**src/rtl/status_indicator_pkg.sv**
```systemverilog
package status_indicator_pkg;

    // ------------------------------------------------------------------
    // clock and timing
    // ------------------------------------------------------------------
    localparam int unsigned CLK_HZ          = 40_000_000;
    localparam int unsigned TOGGLE_MS       = 125;
    localparam int unsigned BLIP_MS         = 125;
    localparam int unsigned TOGGLE_CYCLES   = (CLK_HZ / 1000) * TOGGLE_MS;
    localparam int unsigned BLIP_CYCLES     = (CLK_HZ / 1000) * BLIP_MS;
    localparam int unsigned CNT_W           = 32;

    // ------------------------------------------------------------------
    // indicator layout
    // ------------------------------------------------------------------
    localparam int unsigned NODE_W          = 5;
    localparam int unsigned ADDR_W          = 32;
    localparam logic [31:0] DEFAULT_ADDR    = {8'd192, 8'd168, 8'd253, 8'd110};
    localparam logic [4:0]  NODE_RESET      = 5'h00;

    // ------------------------------------------------------------------
    // register bus
    // ------------------------------------------------------------------
    localparam logic [3:0]  OFF_CONTROL     = 4'h0;
    localparam logic [3:0]  OFF_STATUS      = 4'h4;
    localparam logic [3:0]  OFF_TOGGLE      = 4'h8;
    localparam logic [3:0]  OFF_BLIP        = 4'hC;
    localparam logic [31:0] UNMAPPED_DATA   = 32'hDEADBEEF;

    typedef enum logic [2:0] {
        LINK_IDLE  = 3'b001,
        LINK_FLASH = 3'b010,
        LINK_BLIP  = 3'b100
    } link_state_t;

endpackage

```
**src/rtl/status_indicator_driver.sv**
```systemverilog
// Functional notes
// - radio lamp lit while antenna transmits radio power, one clock cycle later.
// - outside continuous mode, link lamp flashes during tag transfers, else off.
// - in continuous mode, link lamp steady on, briefly off per tag access.
// - power lamp on whenever powered and out of reset.
// - five node lamps show node number bits, weights 16 down to 1.
// - default address lamp lit when address equals factory default.
// - user address lamp lit when address differs from factory default.
// - node lamps follow node number assignment one clock cycle later.
//
// The Avalon-MM register port and the register addresses are this design's own decisions.
module status_indicator_driver (
    input  wire logic        clk_sys,
    input  wire logic        rstn,
    input  wire logic        rfTransmitting,
    input  wire logic        tagTransfer,
    input  wire logic        continuousMode,
    input  wire logic [4:0]  nodeNumber,
    input  wire logic [31:0] networkAddress,
    input  wire logic [3:0]  avs_address,
    input  wire logic        avs_read,
    input  wire logic        avs_write,
    input  wire logic [31:0] avs_writedata,
    input  wire logic [3:0]  avs_byteenable,
    output logic [31:0]      avs_readdata,
    output logic             avs_waitrequest,
    output logic             radio_activity_indicator,
    output logic             linkIndicator,
    output logic             power_indicator,
    output logic [4:0]       nodeIndicator,
    output logic             default_address_indicator,
    output logic             user_address_indicator
);

    typedef struct packed {
        status_indicator_pkg::link_state_t link;
        logic                              linkLamp;
        logic                              radioLamp;
        logic                              powerLamp;
        logic [4:0]                        nodeLamps;
        logic                              defLamp;
        logic                              userLamp;
        logic                              lampsEnable;
        logic                              forceTest;
        logic [31:0]                       togglePeriod;
        logic [31:0]                       blipPeriod;
        logic                              busDone;
        logic [31:0]                       readData;
    } drv_state_t;

    drv_state_t cur;
    drv_state_t next_cur;
    logic       timerRestart;
    logic       timerExpired;
    logic [31:0] timerPeriod;
    logic [31:0] wdata;
    logic [31:0] minCycles;

    // ------------------------------------------------------------------
    // shared flash / off pulse timer
    // ------------------------------------------------------------------
    blink_timer u_timer (
        .clk_sys (clk_sys),
        .rstn    (rstn),
        .restart (timerRestart),
        .period  (timerPeriod),
        .expired (timerExpired)
    );

    assign timerPeriod  = (cur.link == status_indicator_pkg::LINK_BLIP) ?
                          cur.blipPeriod : cur.togglePeriod;
    assign timerRestart = (cur.link == status_indicator_pkg::LINK_IDLE);
    // both periods held at or above a tenth of a second
    assign minCycles    = status_indicator_pkg::CLK_HZ / 10;

    // ------------------------------------------------------------------
    // next state
    // ------------------------------------------------------------------
    always_comb begin
        next_cur = cur;
        wdata    = cur.togglePeriod;
        // lamps follow their sources with one register stage
        next_cur.radioLamp = rfTransmitting;
        next_cur.powerLamp = 1'b1;
        next_cur.nodeLamps = nodeNumber;
        next_cur.defLamp   = (networkAddress == status_indicator_pkg::DEFAULT_ADDR);
        next_cur.userLamp  = (networkAddress != status_indicator_pkg::DEFAULT_ADDR);

        case (cur.link)
            status_indicator_pkg::LINK_IDLE: begin
                next_cur.linkLamp = continuousMode;
                if (tagTransfer) begin
                    if (continuousMode) begin
                        next_cur.link     = status_indicator_pkg::LINK_BLIP;
                        next_cur.linkLamp = 1'b0;
                    end else begin
                        next_cur.link     = status_indicator_pkg::LINK_FLASH;
                        next_cur.linkLamp = 1'b1;
                    end
                end
            end
            status_indicator_pkg::LINK_FLASH: begin
                if (continuousMode || !tagTransfer) begin
                    next_cur.link     = status_indicator_pkg::LINK_IDLE;
                    next_cur.linkLamp = continuousMode;
                end else if (timerExpired) begin
                    next_cur.linkLamp = !cur.linkLamp;
                end
            end
            status_indicator_pkg::LINK_BLIP: begin
                next_cur.linkLamp = 1'b0;
                if (timerExpired) begin
                    next_cur.link     = status_indicator_pkg::LINK_IDLE;
                    next_cur.linkLamp = continuousMode;
                end
            end
            default: begin
                next_cur.link     = status_indicator_pkg::LINK_IDLE;
                next_cur.linkLamp = 1'b0;
            end
        endcase

        // bus: every access answered one cycle after it is seen
        next_cur.busDone = (avs_read || avs_write) && !cur.busDone;
        if (avs_read && !cur.busDone) begin
            case (avs_address)
                status_indicator_pkg::OFF_CONTROL:
                    next_cur.readData = {30'h0, cur.forceTest, cur.lampsEnable};
                status_indicator_pkg::OFF_STATUS:
                    next_cur.readData = {19'h0, cur.nodeLamps, cur.userLamp, cur.defLamp,
                                         cur.powerLamp, cur.linkLamp, cur.radioLamp,
                                         continuousMode, tagTransfer, rfTransmitting};
                status_indicator_pkg::OFF_TOGGLE: next_cur.readData = cur.togglePeriod;
                status_indicator_pkg::OFF_BLIP:   next_cur.readData = cur.blipPeriod;
                default: next_cur.readData = status_indicator_pkg::UNMAPPED_DATA;
            endcase
        end
        // a write commits at the edge where waitrequest is seen low
        if (avs_write && cur.busDone) begin
            for (int b = 0; b < 4; b++) begin
                wdata[8*b +: 8] = avs_byteenable[b] ? avs_writedata[8*b +: 8] : 8'h00;
            end
            case (avs_address)
                status_indicator_pkg::OFF_CONTROL: begin
                    if (avs_byteenable[0]) begin
                        next_cur.lampsEnable = avs_writedata[0];
                        next_cur.forceTest   = avs_writedata[1];
                    end
                end
                status_indicator_pkg::OFF_TOGGLE: begin
                    next_cur.togglePeriod = (wdata < minCycles) ? minCycles : wdata;
                end
                status_indicator_pkg::OFF_BLIP: begin
                    next_cur.blipPeriod = (wdata < minCycles) ? minCycles : wdata;
                end
                default: begin
                end
            endcase
        end
    end

    always_ff @(posedge clk_sys or negedge rstn) begin
        if (!rstn) begin
            cur              <= '0;
            cur.link         <= status_indicator_pkg::LINK_IDLE;
            cur.lampsEnable  <= 1'b1;
            cur.togglePeriod <= status_indicator_pkg::TOGGLE_CYCLES;
            cur.blipPeriod   <= status_indicator_pkg::BLIP_CYCLES;
            cur.nodeLamps    <= status_indicator_pkg::NODE_RESET;
        end else begin
            cur <= next_cur;
        end
    end

    // ------------------------------------------------------------------
    // outputs
    // ------------------------------------------------------------------
    assign avs_waitrequest = (avs_read || avs_write) && !cur.busDone;
    assign avs_readdata    = cur.readData;

    // power lamp is not gated: it shows the unit is alive
    assign power_indicator           = cur.powerLamp;
    assign radio_activity_indicator  = cur.forceTest | (cur.lampsEnable & cur.radioLamp);
    assign linkIndicator             = cur.forceTest | (cur.lampsEnable & cur.linkLamp);
    assign nodeIndicator             = {5{cur.forceTest}} | ({5{cur.lampsEnable}} & cur.nodeLamps);
    assign default_address_indicator = cur.forceTest | (cur.lampsEnable & cur.defLamp);
    assign user_address_indicator    = cur.forceTest | (cur.lampsEnable & cur.userLamp);

endmodule

```
**src/rtl/blink_timer.sv**
```systemverilog
module blink_timer (
    input  wire logic                                  clk_sys,
    input  wire logic                                  rstn,
    input  wire logic                                  restart,
    input  wire logic [status_indicator_pkg::CNT_W-1:0] period,
    output logic                                       expired
);

    typedef struct packed {
        logic [status_indicator_pkg::CNT_W-1:0] count;
        logic                                   expired;
    } timer_state_t;

    timer_state_t cur;
    timer_state_t next_cur;

    // ------------------------------------------------------------------
    // up counter, one-cycle pulse on reaching the period
    // ------------------------------------------------------------------
    always_comb begin
        next_cur         = cur;
        next_cur.expired = 1'b0;
        if (restart) begin
            next_cur.count = '0;
        end else if (cur.count + 32'd1 >= period) begin
            next_cur.count   = '0;
            next_cur.expired = 1'b1;
        end else begin
            next_cur.count = cur.count + 32'd1;
        end
    end

    always_ff @(posedge clk_sys or negedge rstn) begin
        if (!rstn) begin
            cur <= '0;
        end else begin
            cur <= next_cur;
        end
    end

    assign expired = cur.expired;

endmodule

```
**config.mk**
```make
export PLATFORM = sky130hd
export DESIGN_NAME = status_indicator_driver
export DESIGN_NICKNAME = d
export VERILOG_FILES = /design/src/rtl/status_indicator_pkg.sv /design/src/rtl/status_indicator_driver.sv /design/src/rtl/blink_timer.sv
export SDC_FILE = /design/constraint.sdc
export NUM_CORES = 1
export LEC_CHECK = 0
export BUFFER_PORTS_ARGS = -buffer_cell sky130_fd_sc_hd__buf_2
export CAP_MARGIN = 20
export CORE_ASPECT_RATIO = 1.5
export CORE_MARGIN = 2
export CORE_UTILIZATION = 57
export DETAILED_ROUTE_END_ITERATION = 16
export GPL_TIMING_DRIVEN = 0
export PLACE_DENSITY = 0.81
export SLEW_MARGIN = 20
export SYNTH_ARGS = -nofsm -noshare
export SYNTH_HDL_FRONTEND = slang
export SYNTH_SLANG_ARGS = --single-unit
```
**constraint.sdc**
```tcl
create_clock -name clk_sys -period 8.3 [get_ports clk_sys]
set_input_delay 0.415 -clock clk_sys [delete_from_list [all_inputs] [get_ports clk_sys]]
set_output_delay 0.415 -clock clk_sys [all_outputs]
set_load 0.1 [all_outputs]
```
**Yosys cells after proc, flatten, opt, wreduce, memory -nomap -nowiden**

Index checks and enable logic that the tools add are counted.

- Bits in registers: 145
- Latch bits: 0
- Bits in writable memories: 0
- Memory bits (read-only): 0
- Input bits: 84
- Output and inout port bits: 43
- Memories kept: 0

- Add/sub/neg operators: 1
- Multipliers: 0
- Divide/modulo/power cells: 0
- Magnitude comparators: 2
- Equality and inequality tests: 12
- Shift operators: 0
- Multiplexer cells: 18
- Bitwise gates (word level): 10
- Reduce and logical (&&, ||, !) cells: 13

Operators with widths:

| kind | count |
|---|---|
| $mux 32 | 4 |
| $pmux 32 s4 | 1 |
| $add 32x1->32 const B | 1 |
| $eq 32x32->1 const B | 1 |
| $ge 32x32->1 | 1 |
| $lt 32x22->1 const B | 1 |
| $mux 8 | 4 |
| $ne 32x32->1 const B | 1 |
| $mux 4 | 3 |
| $pmux 4 s3 | 1 |
| $eq 4x4->1 const B | 2 |
| $reduce_and 3->1 | 2 |
| $and 5x5->5 | 1 |
| $or 5x5->5 | 1 |
| $and 1x1->1 | 4 |
| $eq 4x3->1 const B | 1 |
| $logic_not 4->1 | 1 |
| $mux 1 | 4 |
| $ne 2x2->1 const B | 2 |
| $or 1x1->1 | 4 |
| $reduce_and 2->1 | 2 |
| $eq 3x1->1 const B | 1 |
| $eq 3x2->1 const B | 1 |
| $eq 3x3->1 const B | 1 |
| 6 further kinds | 11 |

**Depth between registers and ports, before layout**

- Depth in word-level cells: 5
- Gate-level depth with buffers: 13
- Mapped depth without buffers: 12

**Hierarchy**

A second synthesis with hierarchy kept.

- Cells, all modules: 824
- Area, all modules: 8,222.9 um^2

By module, submodules not included:

| module | instances | cells each | area each (um^2) | seq. area each (um^2) |
|---|---|---|---|---|
| status_indicator_driver | 1 | 558 | 5,728.0 | 2,825.2 |
| blink_timer | 1 | 266 | 2,494.9 | 825.8 |

**Least setup slack after synthesis**

Ideal clock, no wire load.

- Path type: register to register
- From: register u_timer.cur[4] in the netlist's numbering
- To: register u_timer.cur[12] in the netlist's numbering
- Setup time: 0.122 ns
- Arrival time: 2.818 ns
- Data required time: 8.178 ns
- Setup slack: 5.360 ns
- Stages on the path, launching flop included: 11
- Buffers on the path: 1
- Period minus slack after synthesis: 2.940 ns
- Cells stage by stage: dfrtp_1 > nand4_4 > nor4_4 > nand3_1 > xnor2_1 > ha_1 > nand4_1 > or4_1 > o21ai_1 > buf_2 > nor2_1

RTL lines:

| item | line | text |
|---|---|---|
| start, declared | blink_timer.sv:14 | `timer_state_t cur;` |
| start signal, assigned | blink_timer.sv:37 | `cur <= next_cur;` |

==> flow_metrics.env <==
export IMPL_synth_edf_count=0
export IMPL_cts_root_buf="clkbuf_16"
export IMPL_synth_area_leaders="dfrtp_1 (41%), nand2_1 (6.1%), dfstp_2 (6.0%), ha_1 (5.6%), mux2i_1 (4.0%)"
export IMPL_dieArea_mm2=0.01472
export IMPL_worstPathArrival_ns=4.03
export IMPL_drive_gt1_frac=0.2619
export IMPL_cp_cell_sequence="nor3b_1 -> clkbuf_1 -> buf_2 -> mux2i_1 -> ha_1 -> nor2_1 -> or3_1 -> o221ai_1 -> a21oi_1 -> o21ai_1 -> buf_2 -> nor2_1"
export IMPL_hold_class="in -> reg"
export IMPL_vias=6647
export IMPL_finalSetupViolCount=0
export IMPL_final_antenna_net_count=0
export IMPL_ctsResizeCount=0
export IMPL_fmax_mhz=269.0
export IMPL_start_util=0.5817
export IMPL_row_count=52
export IMPL_synth_cell_types=58
export IMPL_grt_usage=0.2916
export IMPL_irDropWorstVdd_mv=0.1645
export IMPL_post_dp_cell_area_mm2=0.008680
export IMPL_io_buffers=121
export IMPL_areaGrowthSynthToFinish_pct=18.21
export IMPL_reg2reg_slack_ns=4.58
export IMPL_path_delay_family="buffers and inverters"
export IMPL_hold_violations=0
export IMPL_fillers=1060
export IMPL_yosysSeqAreaShare=0.4661
export IMPL_antenna_found_initial=0
export IMPL_fp_dieW_um=99.72
export IMPL_cts_clk_slew_worst_paths_ns=0.07
export IMPL_worstSetupPathType="reg -> reg"
export IMPL_p_int_w=0.001385
export IMPL_die_y_um=147.6
export IMPL_drt_iter0_markers=406
export IMPL_cts_setup_buffers=0
export IMPL_drv_cap=0
export IMPL_io_pins=127
export IMPL_switching_share=0.3829
export IMPL_min_period_over_period=0.4479
export IMPL_endpoint_kind="flip-flop"
export IMPL_ys_ff_latch=145
export IMPL_p_per_area_mw_per_mm2=242.4
export IMPL_rsz0062_at_grt="no"
export IMPL_fin_skew_ns=0.01076
export IMPL_clk_latency_ns=0.43
export IMPL_grt_pass1_wl_mm=33.20
export IMPL_synth_nets=907
export IMPL_drt_wl_total_mm=20.78
export IMPL_first_pass_iters=5
export IMPL_syn_cell_area_mm2=0.007834
export IMPL_power_w=0.002244
export IMPL_core_area_mm2=0.01347
export IMPL_ys_flop_type="dfrtp_1"
export IMPL_fin_setup_tns_ns=0
export IMPL_clock_sinks=145
export IMPL_place_hpwl_mm=15.03
export IMPL_cp_slowest_stage_delay_ns=0.45
export IMPL_nets=1049
export IMPL_comb_power_share=0.285
export IMPL_gp_congestion=0.8455
export IMPL_crit_buf_inv=3
export IMPL_cp_data_required_time_ns=8.61
export IMPL_wl_per_cell_um=18.81
export IMPL_p_seq_frac=0.385
export IMPL_slew_violations=0
export IMPL_final_cell_area_mm2=0.009260
export IMPL_synth_top_area_cell="dfrtp_1"
export IMPL_yosysTopAreaCellShare=0.4057
export IMPL_grt_pass1_vias=6691
export IMPL_avgSynthCellArea_um2=9.941
export IMPL_tritoncts="yes"
export IMPL_viasPerCell=6.015
export IMPL_synthTopCellsByCount="dfrtp_1 (127), nand2_1 (127), nor2_1 (58)"
export IMPL_ys_async_sr_fraction=1.000
export IMPL_cp_max_fo=10
export IMPL_grt_max_degree=101
export IMPL_status="completed"
export IMPL_critPathSlowestCell="dfrtp_1"
export IMPL_synth_warnings=0
export IMPL_h_tree_depth=4
export IMPL_cts_made_buffers=17
export IMPL_finalCriticalPeriod_ns=3.717
export IMPL_switchingPower_w=0.0008593
export IMPL_drc=0
export IMPL_grt_overflow_total=0
export IMPL_cellLeakagePower_nw=4.448
export IMPL_slew_headroom=0.5533
export IMPL_clock_path_buffers=2
export IMPL_power_share_clock=0.330
export IMPL_crit_path_start_kind="flip-flop"
export IMPL_diodes=0
export IMPL_syn_inst=788
export IMPL_worst_pin_slew_ns=0.6700
[flip-flops by register name, summed over array words and instances (netlist names)]
signal / cells
power_indicator: 1
u_timer.expired: 1
u_timer.cur: 32
avs_readdata: 32
cur: 79
[cell usage in the layout (no fill, tap or decap), types with 19 or more instances in the layout]
cell      count
a21oi_1      31
a221oi_1     23
a32o_1       30
buf_2       136
buf_4        32
clkbuf_1     33
dfrtp_1     127
ha_1         35
mux2i_1      31
nand2_1     127
nor2_1       58
o21ai_0      56
xnor2_1      19
[power groups by stage]
stage	combinational (W)	clock (W)	sequential [W]
2_1_floorplan	0.000498	0	0.000859
3_3_place_gp	0.000619	0	0.000872
3_5_place_dp	0.000634	0	0.000875
4_1_cts	0.000640	0.000743	0.000864
5_1_grt	0.000685	0.000772	0.000875
6_report	0.000640	0.000740	0.000865
[cells by family (layout without fill, tap and decap cells)]
| kind of cell | after synthesis | in the layout | share of synthesized area |
|---|---|---|---|
| simple gates | 267 | 267 | 0.1624 |
| compound gates | 175 | 175 | 0.1532 |
| flops | 145 | 145 | 0.4661 |
| buf+inv | 88 | 243 | 0.06005 |
| mux | 47 | 47 | 0.06548 |
| fa+ha+maj | 35 | 35 | 0.05590 |
| xor+xnor | 30 | 30 | 0.03642 |
| other cells | 1 | 1 | 0.0004787 |
[per-layer routing]
metal	GRT usage	part of all wire	wire, um	up-vias
li1	-	-	-	3096
met4	0.1459	0.045	938	0
met2	0.5132	0.53	11040	275
met1	0.3443	0.37	7664	3219
met5	0	0	0	-
met3	0.04255	0.055	1138	57
[path summary, 6_finish.rpt]
check | endpoint | depth (start not counted) | start
setup / recovery | u_timer.cur[26] | 12 | cur[110]
hold / removal | cur[102] | 1 | nodeNumber[1]
setup reg to reg | u_timer.cur[26] | 12 | cur[110]
hold reg to reg | avs_readdata[25] | 2 | avs_readdata[25]
max in group asynchronous | cur[55] | 3 | rstn
min in group asynchronous | u_timer.cur[6] | 2 | rstn
[area by class of cell]
| cell class | instances | area, um2 | area share |
|---|---|---|---|
| Multi-Input combinational cell | 555 | 3712 | 0.4009 |
| Sequential cell | 145 | 3651 | 0.3943 |
| Timing Repair Buffer | 123 | 653.1 | 0.07053 |
| Buffer | 84 | 455.4 | 0.04918 |
| Clock buffer | 17 | 425.4 | 0.04594 |
| Tap cell | 162 | 202.7 | 0.02189 |
| Clock inverter | 15 | 145.1 | 0.01567 |
| Inverter | 4 | 15.01 | 0.001621 |
[stage by stage]
step | util | hold slack (ns) | cells | setup WS, ns
floorplan | - | 0.1194 | 788 | 5.360
global placement | 0.6417 | 0.4624 | 1071 | 4.560
detailed placement | 0.6445 | 0.3307 | 1072 | 4.623
CTS | 0.6876 | 0.07672 | 1105 | 4.608
global route | 0.6876 | 0.07591 | 1105 | 4.263
finish | 0.6876 | 0.08402 | 1105 | 4.583
[timing repair]
item	4_1_cts	5_1_grt
hold buffers	1	0
setup endpoints to repair	0	0
hold endpoints to repair	42	0
Power figures use the tool's default switching activity.
